### src/common/rot_pkg.sv
// Constants, types and timing tables shared by the rotate unit files
package rot_pkg;
	localparam int unsigned APB_AW = 8;

	typedef enum logic [1:0] {
		st_idle = 2'b00,
		st_run = 2'b01
	} st_e;

	typedef enum logic [1:0] {
		form_acc = 2'b00,
		form_reg = 2'b01,
		form_ptr = 2'b11,
		form_idx = 2'b10
	} form_e;

	typedef enum logic [2:0] {
		acc_rotate_left_circular = 3'h0,
		acc_rotate_left_through_carry = 3'h1,
		acc_rotate_right_circular = 3'h3,
		acc_rotate_right_through_carry = 3'h2,
		prefixed_rotate_left_circular = 3'h6
	} op_e;

	// Opcode bytes
	localparam logic [7:0] OPC_ACC_LEFT_CIRC = 8'h07;
	localparam logic [7:0] OPC_ACC_LEFT_CARRY = 8'h17;
	localparam logic [7:0] OPC_ACC_RIGHT_CIRC = 8'h0F;
	localparam logic [7:0] OPC_ACC_RIGHT_CARRY = 8'h1F;
	localparam logic [7:0] PREFIX_BITOP = 8'hCB;
	localparam logic [7:0] PREFIX_FIRST_INDEX = 8'hDD;
	localparam logic [7:0] PREFIX_SECOND_INDEX = 8'hFD;
	localparam logic [7:0] OPC_MEM_LEFT_CIRC = 8'h06;
	localparam logic [4:0] GROUP_LEFT_CIRC = 5'h00;
	localparam logic [2:0] SEL_MEM = 3'h6;

	// Register file byte slots, indexed by the operand field
	localparam logic [2:0] IDX_B = 3'h0;
	localparam logic [2:0] IDX_C = 3'h1;
	localparam logic [2:0] IDX_D = 3'h2;
	localparam logic [2:0] IDX_E = 3'h3;
	localparam logic [2:0] IDX_H = 3'h4;
	localparam logic [2:0] IDX_L = 3'h5;
	localparam logic [2:0] IDX_A = 3'h7;

	// Flag bit positions
	localparam int unsigned FLAG_SIGN = 7;
	localparam int unsigned FLAG_ZERO = 6;
	localparam int unsigned FLAG_HALF = 4;
	localparam int unsigned FLAG_PARITY = 2;
	localparam int unsigned FLAG_SUB = 1;
	localparam int unsigned FLAG_CARRY = 0;

	// Register offsets
	localparam logic [APB_AW-1:0] OFF_CTRL = 8'h00;
	localparam logic [APB_AW-1:0] OFF_STATUS = 8'h04;
	localparam logic [APB_AW-1:0] OFF_INSTR = 8'h08;
	localparam logic [APB_AW-1:0] OFF_ACCF = 8'h0C;
	localparam logic [APB_AW-1:0] OFF_BC = 8'h10;
	localparam logic [APB_AW-1:0] OFF_DE = 8'h14;
	localparam logic [APB_AW-1:0] OFF_PTR = 8'h18;
	localparam logic [APB_AW-1:0] OFF_IDX1 = 8'h1C;
	localparam logic [APB_AW-1:0] OFF_IDX2 = 8'h20;

	localparam int unsigned CTRL_START = 0;
	localparam int unsigned STAT_BUSY = 0;
	localparam int unsigned STAT_ILLEGAL = 1;
	localparam int unsigned STAT_MCYC_LSB = 4;
	localparam int unsigned STAT_TST_LSB = 8;

	// Machine cycle lengths in T states, cycle 0 in the low slot
	localparam logic [2:0] T_OPFETCH = 3'h4;
	localparam logic [5:0][2:0] PTR_LEN = {3'h0, 3'h0, 3'h3, 3'h4, 3'h4, 3'h4};
	localparam logic [5:0][2:0] IDX_LEN = {3'h3, 3'h4, 3'h5, 3'h3, 3'h4, 3'h4};
	localparam logic [2:0] M_ACC = 3'h1;
	localparam logic [2:0] M_REG = 3'h2;
	localparam logic [2:0] M_PTR = 3'h4;
	localparam logic [2:0] M_IDX = 3'h6;
	localparam logic [4:0] T_ACC = 5'h04;
	localparam logic [4:0] T_REG = 5'h08;
	localparam logic [4:0] T_PTR = 5'h0F;
	localparam logic [4:0] T_IDX = 5'h17;
	localparam logic [2:0] PTR_RD = 3'h2;
	localparam logic [2:0] PTR_WR = 3'h3;
	localparam logic [2:0] IDX_CALC = 3'h3;
	localparam logic [2:0] IDX_RD = 3'h4;
	localparam logic [2:0] IDX_WR = 3'h5;

	function automatic logic [2:0] m_len(form_e f, logic [2:0] i);
		case (f)
			form_ptr: m_len = PTR_LEN[i];
			form_idx: m_len = IDX_LEN[i];
			default: m_len = T_OPFETCH;
		endcase
	endfunction : m_len

	function automatic logic [2:0] m_count(form_e f);
		case (f)
			form_reg: m_count = M_REG;
			form_ptr: m_count = M_PTR;
			form_idx: m_count = M_IDX;
			default: m_count = M_ACC;
		endcase
	endfunction : m_count
endpackage : rot_pkg

### src/common/rot_if.sv
// Operand and result path between the sequencer and the rotate datapath
interface rot_if;
	rot_pkg::op_e op;
	logic [7:0] operand;
	logic carry_in;
	logic [7:0] flags_in;
	logic [7:0] result;
	logic [7:0] flags_out;

	modport dp(input op, operand, carry_in, flags_in, output result, flags_out);
	modport ctl(output op, operand, carry_in, flags_in, input result, flags_out);
endinterface : rot_if

### src/rtl/rotate_core.sv
// Combinational rotate datapath with flag generation
module rotate_core (
	rot_if.dp rif // Operand in, result and flags out
);
	always_comb begin
		rif.flags_out = rif.flags_in;
		case (rif.op)
			rot_pkg::acc_rotate_left_circular: begin
				rif.result = {rif.operand[6:0], rif.operand[7]};
				rif.flags_out[rot_pkg::FLAG_CARRY] = rif.operand[7];
			end
			rot_pkg::acc_rotate_left_through_carry: begin
				rif.result = {rif.operand[6:0], rif.carry_in};
				rif.flags_out[rot_pkg::FLAG_CARRY] = rif.operand[7];
			end
			rot_pkg::acc_rotate_right_circular: begin
				rif.result = {rif.operand[0], rif.operand[7:1]};
				rif.flags_out[rot_pkg::FLAG_CARRY] = rif.operand[0];
			end
			rot_pkg::acc_rotate_right_through_carry: begin
				rif.result = {rif.carry_in, rif.operand[7:1]};
				rif.flags_out[rot_pkg::FLAG_CARRY] = rif.operand[0];
			end
			default: begin
				rif.result = {rif.operand[6:0], rif.operand[7]};
				rif.flags_out[rot_pkg::FLAG_CARRY] = rif.operand[7];
			end
		endcase
		// Accumulator forms keep sign, zero and parity
		rif.flags_out[rot_pkg::FLAG_HALF] = 1'b0;
		rif.flags_out[rot_pkg::FLAG_SUB] = 1'b0;
		if (rif.op == rot_pkg::prefixed_rotate_left_circular) begin
			rif.flags_out[rot_pkg::FLAG_SIGN] = rif.result[7];
			rif.flags_out[rot_pkg::FLAG_ZERO] = (rif.result == 8'h00);
			rif.flags_out[rot_pkg::FLAG_PARITY] = ~^rif.result;
		end
	end
endmodule : rotate_core

### src/rtl/rotate_left_right_unit.sv
// Rotate instruction unit: APB registers, decode, T-state sequencer, memory port
// Contract
// - Opcode 07h rotates the accumulator left with old bit 7 into carry and bit 0, in one 4-T machine cycle.
// - The four accumulator rotates clear half-carry and subtract and leave sign, zero and parity alone.
// - Opcode 17h rotates the accumulator left through carry in one 4-T machine cycle.
// - Opcode 0Fh rotates the accumulator right with old bit 0 into carry and bit 7, in one 4-T machine cycle.
// - Opcode 1Fh rotates the accumulator right through carry in one 4-T machine cycle.
// - Prefix CBh then 00000rrr selects a register by rrr, with 110 meaning memory.
// - The register form rotates the register left circularly in 2 machine cycles of 4 and 4 T.
// - Prefixed forms set sign, zero and even parity from the result, clear half-carry and subtract, carry from bit 7.
// - CBh 06h rotates the byte at the pointer pair in 4 machine cycles, 15 T as 4,4,4,3.
// - DDh CBh d 06h rotates the byte at first index plus d in 6 machine cycles, 23 T.
// - FDh CBh d 06h does the same with the second index register and the same timing.
// - The third byte is a signed displacement added to the 16-bit index to form the address.
module rotate_left_right_unit (
	input wire logic pclk, // Processor clock, one T state per rising edge
	input wire logic presetn, // Asynchronous reset, active low
	input wire logic psel, // APB select
	input wire logic penable, // APB access phase
	input wire logic pwrite, // APB direction
	input wire logic [rot_pkg::APB_AW-1:0] paddr, // APB byte address
	input wire logic [31:0] pwdata, // APB write data
	output logic [31:0] prdata, // APB read data
	output logic pready, // APB ready
	output logic pslverr, // APB error on unmapped address
	output logic [15:0] mem_addr, // Operand memory address
	output logic mem_rd, // Operand read machine cycle
	output logic mem_wr, // Operand write machine cycle
	output logic [7:0] mem_wdata, // Write-back data
	input wire logic [7:0] mem_rdata, // Read data, synchronous to pclk
	output logic busy // Instruction in progress
);
	typedef struct packed {
		rot_pkg::st_e st;
		rot_pkg::form_e form;
		rot_pkg::op_e op;
		logic [2:0] sel;
		logic [2:0] mcyc;
		logic [2:0] tcnt;
		logic [4:0] tot;
		logic [31:0] instr;
		logic [7:0][7:0] gpr;
		logic [15:0] first_index_register;
		logic [15:0] second_index_register;
		logic [7:0] flags;
		logic [7:0] data;
		logic [15:0] addr;
		logic illegal;
		logic [2:0] last_m;
		logic [4:0] last_t;
		logic [31:0] prdata;
		logic pslverr;
	} state_s;

	state_s s;
	state_s next_s;
	rot_if rif();
	logic [7:0] b0;
	logic [7:0] b1;
	logic [7:0] b2;
	logic [7:0] b3;
	logic d_legal;
	rot_pkg::form_e d_form;
	rot_pkg::op_e d_op;
	logic [2:0] d_sel;
	logic is_mem;
	logic [2:0] rd_m;
	logic [2:0] wr_m;
	logic mend;
	logic fin;
	logic wr_acc;
	logic go;
	logic [31:0] rd_mux;
	logic mapped;
	logic [15:0] idx_addr;

	rotate_core u_core (
		.rif(rif.dp)
	);

	assign b0 = s.instr[7:0];
	assign b1 = s.instr[15:8];
	assign b2 = s.instr[23:16];
	assign b3 = s.instr[31:24];
	assign is_mem = (s.form == rot_pkg::form_ptr) || (s.form == rot_pkg::form_idx);
	assign rd_m = (s.form == rot_pkg::form_idx) ? rot_pkg::IDX_RD : rot_pkg::PTR_RD;
	assign wr_m = (s.form == rot_pkg::form_idx) ? rot_pkg::IDX_WR : rot_pkg::PTR_WR;
	assign mend = (s.st == rot_pkg::st_run) && (s.tcnt == rot_pkg::m_len(s.form, s.mcyc));
	assign fin = mend && (s.mcyc == rot_pkg::m_count(s.form) - 3'h1);
	assign wr_acc = psel && penable && pwrite;
	assign go = wr_acc && (paddr == rot_pkg::OFF_CTRL) && pwdata[rot_pkg::CTRL_START] && (s.st == rot_pkg::st_idle);
	// Signed displacement onto the selected index register
	assign idx_addr = ((b0 == rot_pkg::PREFIX_SECOND_INDEX) ? s.second_index_register : s.first_index_register)
		+ 16'($signed(b2));

	assign rif.op = s.op;
	assign rif.operand = is_mem ? mem_rdata : s.gpr[s.sel];
	assign rif.carry_in = s.flags[rot_pkg::FLAG_CARRY];
	assign rif.flags_in = s.flags;

	always_comb begin
		d_legal = 1'b1;
		d_form = rot_pkg::form_acc;
		d_op = rot_pkg::prefixed_rotate_left_circular;
		d_sel = rot_pkg::IDX_A;
		case (b0)
			rot_pkg::OPC_ACC_LEFT_CIRC: d_op = rot_pkg::acc_rotate_left_circular;
			rot_pkg::OPC_ACC_LEFT_CARRY: d_op = rot_pkg::acc_rotate_left_through_carry;
			rot_pkg::OPC_ACC_RIGHT_CIRC: d_op = rot_pkg::acc_rotate_right_circular;
			rot_pkg::OPC_ACC_RIGHT_CARRY: d_op = rot_pkg::acc_rotate_right_through_carry;
			rot_pkg::PREFIX_BITOP: begin
				d_sel = b1[2:0];
				d_legal = (b1[7:3] == rot_pkg::GROUP_LEFT_CIRC);
				d_form = (b1[2:0] == rot_pkg::SEL_MEM) ? rot_pkg::form_ptr : rot_pkg::form_reg;
			end
			rot_pkg::PREFIX_FIRST_INDEX, rot_pkg::PREFIX_SECOND_INDEX: begin
				d_form = rot_pkg::form_idx;
				// Final opcode byte sits after the displacement
				d_legal = (b1 == rot_pkg::PREFIX_BITOP) && (b3 == rot_pkg::OPC_MEM_LEFT_CIRC);
			end
			default: d_legal = 1'b0;
		endcase
	end

	always_comb begin
		mapped = 1'b1;
		rd_mux = 32'h0000_0000;
		case (paddr)
			rot_pkg::OFF_CTRL: rd_mux = 32'h0000_0000;
			rot_pkg::OFF_STATUS: begin
				rd_mux[rot_pkg::STAT_BUSY] = (s.st == rot_pkg::st_run);
				rd_mux[rot_pkg::STAT_ILLEGAL] = s.illegal;
				rd_mux[rot_pkg::STAT_MCYC_LSB +: 3] = s.last_m;
				rd_mux[rot_pkg::STAT_TST_LSB +: 5] = s.last_t;
			end
			rot_pkg::OFF_INSTR: rd_mux = s.instr;
			rot_pkg::OFF_ACCF: rd_mux[15:0] = {s.flags, s.gpr[rot_pkg::IDX_A]};
			rot_pkg::OFF_BC: rd_mux[15:0] = {s.gpr[rot_pkg::IDX_B], s.gpr[rot_pkg::IDX_C]};
			rot_pkg::OFF_DE: rd_mux[15:0] = {s.gpr[rot_pkg::IDX_D], s.gpr[rot_pkg::IDX_E]};
			rot_pkg::OFF_PTR: rd_mux[15:0] = {s.gpr[rot_pkg::IDX_H], s.gpr[rot_pkg::IDX_L]};
			rot_pkg::OFF_IDX1: rd_mux[15:0] = s.first_index_register;
			rot_pkg::OFF_IDX2: rd_mux[15:0] = s.second_index_register;
			default: mapped = 1'b0;
		endcase
	end

	always_comb begin
		next_s = s;
		// Answer prepared in the setup phase so read data leaves a flop
		if (psel && !penable) begin
			next_s.prdata = pwrite ? 32'h0000_0000 : rd_mux;
			next_s.pslverr = !mapped;
		end
		// Software may not disturb operands of a running instruction
		if (wr_acc && (s.st == rot_pkg::st_idle)) begin
			case (paddr)
				rot_pkg::OFF_INSTR: next_s.instr = pwdata;
				rot_pkg::OFF_ACCF: {next_s.flags, next_s.gpr[rot_pkg::IDX_A]} = pwdata[15:0];
				rot_pkg::OFF_BC: {next_s.gpr[rot_pkg::IDX_B], next_s.gpr[rot_pkg::IDX_C]} = pwdata[15:0];
				rot_pkg::OFF_DE: {next_s.gpr[rot_pkg::IDX_D], next_s.gpr[rot_pkg::IDX_E]} = pwdata[15:0];
				rot_pkg::OFF_PTR: {next_s.gpr[rot_pkg::IDX_H], next_s.gpr[rot_pkg::IDX_L]} = pwdata[15:0];
				rot_pkg::OFF_IDX1: next_s.first_index_register = pwdata[15:0];
				rot_pkg::OFF_IDX2: next_s.second_index_register = pwdata[15:0];
				default: next_s.instr = s.instr;
			endcase
		end
		case (s.st)
			rot_pkg::st_idle: begin
				if (go) begin
					next_s.illegal = !d_legal;
					next_s.form = d_form;
					next_s.op = d_op;
					next_s.sel = d_sel;
					next_s.addr = {s.gpr[rot_pkg::IDX_H], s.gpr[rot_pkg::IDX_L]};
					next_s.mcyc = 3'h0;
					next_s.tcnt = 3'h1;
					next_s.tot = 5'h01;
					if (d_legal) begin
						next_s.st = rot_pkg::st_run;
					end
				end
			end
			rot_pkg::st_run: begin
				next_s.tcnt = s.tcnt + 3'h1;
				next_s.tot = s.tot + 5'h01;
				if (mend) begin
					next_s.tcnt = 3'h1;
					next_s.mcyc = s.mcyc + 3'h1;
					if ((s.form == rot_pkg::form_idx) && (s.mcyc == rot_pkg::IDX_CALC)) begin
						next_s.addr = idx_addr;
					end
					// Memory forms latch the rotated byte and flags at read end
					if (is_mem && (s.mcyc == rd_m)) begin
						next_s.data = rif.result;
						next_s.flags = rif.flags_out;
					end
				end
				if (fin) begin
					next_s.st = rot_pkg::st_idle;
					next_s.last_m = s.mcyc + 3'h1;
					next_s.last_t = s.tot;
					if (!is_mem) begin
						next_s.gpr[s.sel] = rif.result;
						next_s.flags = rif.flags_out;
					end
				end
			end
			default: next_s.st = rot_pkg::st_idle;
		endcase
	end

	always_ff @(posedge pclk or negedge presetn) begin
		if (!presetn) begin
			s <= '0;
		end else begin
			s <= next_s;
		end
	end

	assign prdata = s.prdata;
	assign pslverr = s.pslverr;
	assign pready = psel && penable;
	assign mem_addr = s.addr;
	assign mem_wdata = s.data;
	assign mem_rd = (s.st == rot_pkg::st_run) && is_mem && (s.mcyc == rd_m);
	assign mem_wr = (s.st == rot_pkg::st_run) && is_mem && (s.mcyc == wr_m);
	assign busy = (s.st == rot_pkg::st_run);

	// Helpers for the checks below
	logic [7:0] acc;
	logic [7:0] acc_q;
	logic [7:0] flags_q;
	logic [7:0] rd_q;
	logic [7:0] res_seen;
	logic flag_upd;
	assign acc = s.gpr[rot_pkg::IDX_A];
	assign res_seen = is_mem ? s.data : s.gpr[s.sel];
	assign flag_upd = (s.op == rot_pkg::prefixed_rotate_left_circular) && (is_mem ? (mend && s.mcyc == rd_m) : fin);
	always_ff @(posedge pclk or negedge presetn) begin
		if (!presetn) begin
			acc_q <= 8'h00;
			flags_q <= 8'h00;
			rd_q <= 8'h00;
		end else begin
			acc_q <= acc;
			flags_q <= s.flags;
			rd_q <= mem_rd ? mem_rdata : rd_q;
		end
	end
endmodule : rotate_left_right_unit

### config.mk
export PLATFORM = sky130hd
export DESIGN_NAME = rotate_left_right_unit
export DESIGN_NICKNAME = d
export VERILOG_FILES = /design/src/common/rot_pkg.sv /design/src/common/rot_if.sv /design/src/rtl/rotate_core.sv /design/src/rtl/rotate_left_right_unit.sv
export SDC_FILE = /design/constraint.sdc
export NUM_CORES = 1
export LEC_CHECK = 0
export BUFFER_PORTS_ARGS = -buffer_cell sky130_fd_sc_hd__buf_2
export CAP_MARGIN = 20
export CORE_UTILIZATION = 55
export DETAILED_ROUTE_END_ITERATION = 16
export GPL_ROUTABILITY_DRIVEN = 0
export PLACE_DENSITY_LB_ADDON = 0.12
export SYNTH_ARGS = -nofsm -noshare
export SYNTH_HDL_FRONTEND = slang
export SYNTH_SLANG_ARGS = --single-unit
### constraint.sdc
create_clock -name pclk -period 3.3 [get_ports pclk]
set_input_delay 0.33 -clock pclk [delete_from_list [all_inputs] [get_ports pclk]]
set_output_delay 0.33 -clock pclk [all_outputs]
set_load 0.005 [all_outputs]
==> impl_metrics.py <==
metrics = {
    "global_routing": {
        "grt_pass1_wl_mm": 58.5,
        "grt_overflow": 0,
        "antenna_found_initial": 1,
        "grt_use_total_pct": 32.5,
        "grt_max_degree": 94,
        "grt_pass1_vias": 9441,
    },
    "logic_synthesis": {
        "ys_warn_count": 0,
        "synth_cell_types": 68,
        "ys.flop_type": "dfrtp_1",
        "ys_seq_area_share_pct": 43.5,
        "syn-cell-area_um2": 12800,
        "syn_inst": 1160,
        "ys_ff_latch": 222,
        "syn_area_per_cell_um2": 11.0,
        "synth_edf_count": 0,
        "syn-num-nets": 1240,
        "synthArstFlopShare_pct": 100,
    },
    "power": {
        "power.leakage_uw": 0.00723,
        "irDropWorstVdd_v": 0.000388,
        "p_total_uw": 6760,
        "p_per_area_nw_per_um2": 468,
    },
    "floorplan": {
        "fp.dieH_um": 154,
        "start_util_pct": 56.2,
        "dieArea_um2": 23800,
        "rows": 55,
        "die_w_um": 154,
        "coreArea_um2": 22700,
        "io_pins": 114,
    },
    "cells_and_area": {
        "drive_gt1_share_pct": 27.6,
        "diodes": 0,
        "fin_nets": 1327,
        "area_growth_syn_to_layout_pct": 13.1,
        "stdcell_count": 1548,
        "layout_commonest_cell": "dfrtp_1",
        "fillers": 1856,
        "final_util_pct": 63.6,
        "final_cell_mix": "221 x dfrtp_1, 179 x mux2i_1, 112 x buf_2",
    },
    "critical_path": {
        "cp-start-kind": "register",
        "worstPathRequired_ps": 3730,
        "cp-end-kind": "register",
        "critPathArrivalTime_ps": 3550,
        "slowest_stage": "or4_1",
        "critPathKind": "reg2reg",
        "slowest_delay_ps": 730,
        "crit_fanout": 8,
        "cp_cell_sequence": "inv_1 > ha_1 > mux2_2 > o221ai_1 > xor2_1 > or4_1 > nand2_1 > a2bb2oi_1",
    },
    "placement": {
        "dp_hpwl_mm": 27.7,
        "dp.cells": 1505,
        "pre_cts_ws_ps": 18.0,
        "portBuffers": 113,
    },
    "route": {
        "firstDrtPassIters": 5,
        "drt_iter0_drc": 926,
        "via_count": 9860,
        "wl_per_cell_um": 24.6,
        "drtAntennaViolNets": 0,
        "routed_wirelength_mm": 38.1,
        "vias_per_cell": 6.37,
        "drc_errors": 0,
    },
    "sta": {
        "setup_viol": 0,
        "rsz0062_at_grt": "no",
        "finClkSkew_ps": 10.7,
        "tns_ps": 0,
        "worst_pin_slew_ps": 785,
        "fmax_mhz": 321,
        "fin_ws_ps": 187,
        "fin_crit_sh_pct": 94.3,
        "hold_viol": 0,
        "report.final.slew_viol_count": 0,
        "slew_headroom_pct": 47.2,
        "min_period_ps": 3110,
    },
    "clocking": {
        "cts-root-buf": "clkbuf_16",
        "clockBufferDepth": 3,
        "h-tree-depth": 1,
        "clk_pin_slew_ps": 60,
        "cts_tree": "done",
        "numCtsBuffers": 24,
        "cts_sinks": 222,
        "clkLatencyLatePin_ps": 520,
    },
    "outcome": {
        "status": "finished clean",
    },
    "flow_run": {
        "drv_cap": 0,
    },
    "hold_path": {
        "worstHoldPathType": "in2reg",
    },
}
[cells in the mapped netlist (all sizes together) (13+ instances only)]
cell	count	area [µm²]
xnor2	13	114
clkbuf	46	173
dfrtp	222	5560
mux4	15	338
nor2	53	201
a211oi	15	113
o21ai	63	315
nand3	22	110
mux2i	179	1790
mux2	92	1040
buf	76	512
ha	26	325
nand2	61	231
nor3	20	100
a22o	23	201
a21oi	32	164
inv	23	86.3
[registers in the layout, indices dropped and copies added, names as in the netlist]
signal,cells
s,114
prdata,32
mem_addr,16
acc,8
b0,8
b1,8
b2,8
b3,8
mem_wdata,8
rif.flags_in,8
rif.op,3
pslverr,1
[critical path: cells and delay by family, from the launching register on]
kind | cells | cell delay, ps
adders and majority gates | 1 | 220
DFF | 1 | 490
AOI/OAI and AO/OA | 2 | 530
buffers and inverters | 1 | 170
xor gates and xnor gates | 1 | 250
muxes | 1 | 250
and+or+nand+nor | 2 | 1100
[metal layers]
metal	wire, µm	global-route usage, %	up-vias
met5	17	0	-
met2	17200	49.9	430
met3	2570	4.23	68
met1	17000	47.6	4937
li1	-	-	4423
met4	1280	11.2	2
[path summary, 6_finish.rpt]
path	startpoint	endpoint	slack [ps]	depth (start not counted)
setup / recovery	s[210]	mem_addr[0]	190	8
hold / removal	pwdata[19]	b2[3]	40	2
setup reg to reg	s[210]	mem_addr[0]	190	8
hold reg to reg	prdata[12]	prdata[12]	480	2
max in group asynchronous	presetn	s[160]	2000	3
min in group asynchronous	presetn	prdata[24]	410	2
[what timing repair did]
item | 4_1_cts | 5_1_grt
endpoints found under the hold margin | 89 | 0
gates resized for setup | 1 | 4
setup buffers | 0 | 0
hold buffers | 1 | 0
endpoints found under the setup margin | 1 | 4
[through the flow]
step	cell area, µm²	hold slack, ps
2_1_floorplan	12800	34.4
3_3_place_gp	13600	397
3_5_place_dp	13600	401
4_1_cts	14400	28.5
5_1_grt	14400	32.7
6_report	14400	35.3
[area by class of cell]
class / instances / area (µm²) / area share [%]
Timing Repair Buffer: 183 / 1130 / 7.82
Clock inverter: 10 / 135 / 0.936
Sequential cell: 222 / 5560 / 38.5
Clock buffer: 32 / 692 / 4.79
Inverter: 24 / 90.1 / 0.624
Tap cell: 285 / 357 / 2.47
Multi-Input combinational cell: 792 / 6470 / 44.9
[report_power, final]
part	internal (µW)	switching, µW	leakage (µW)
Sequential	2860	176	0.00277
Clock	1700	1130	0.000395
Combinational	362	531	0.00407
Total	4920	1830	0.00723
[cells by family after synthesis]
logic type	synth area share, %
flip-flops	43.5
AO/OA/AOI/OAI	11.7
AND/OR/NAND/NOR	9.91
adder cells (fa/ha/maj)	2.71
XOR/XNOR	1.24
buffers and inverters	6.07
multiplexers	24.8
(Power assumes the default switching activity.)
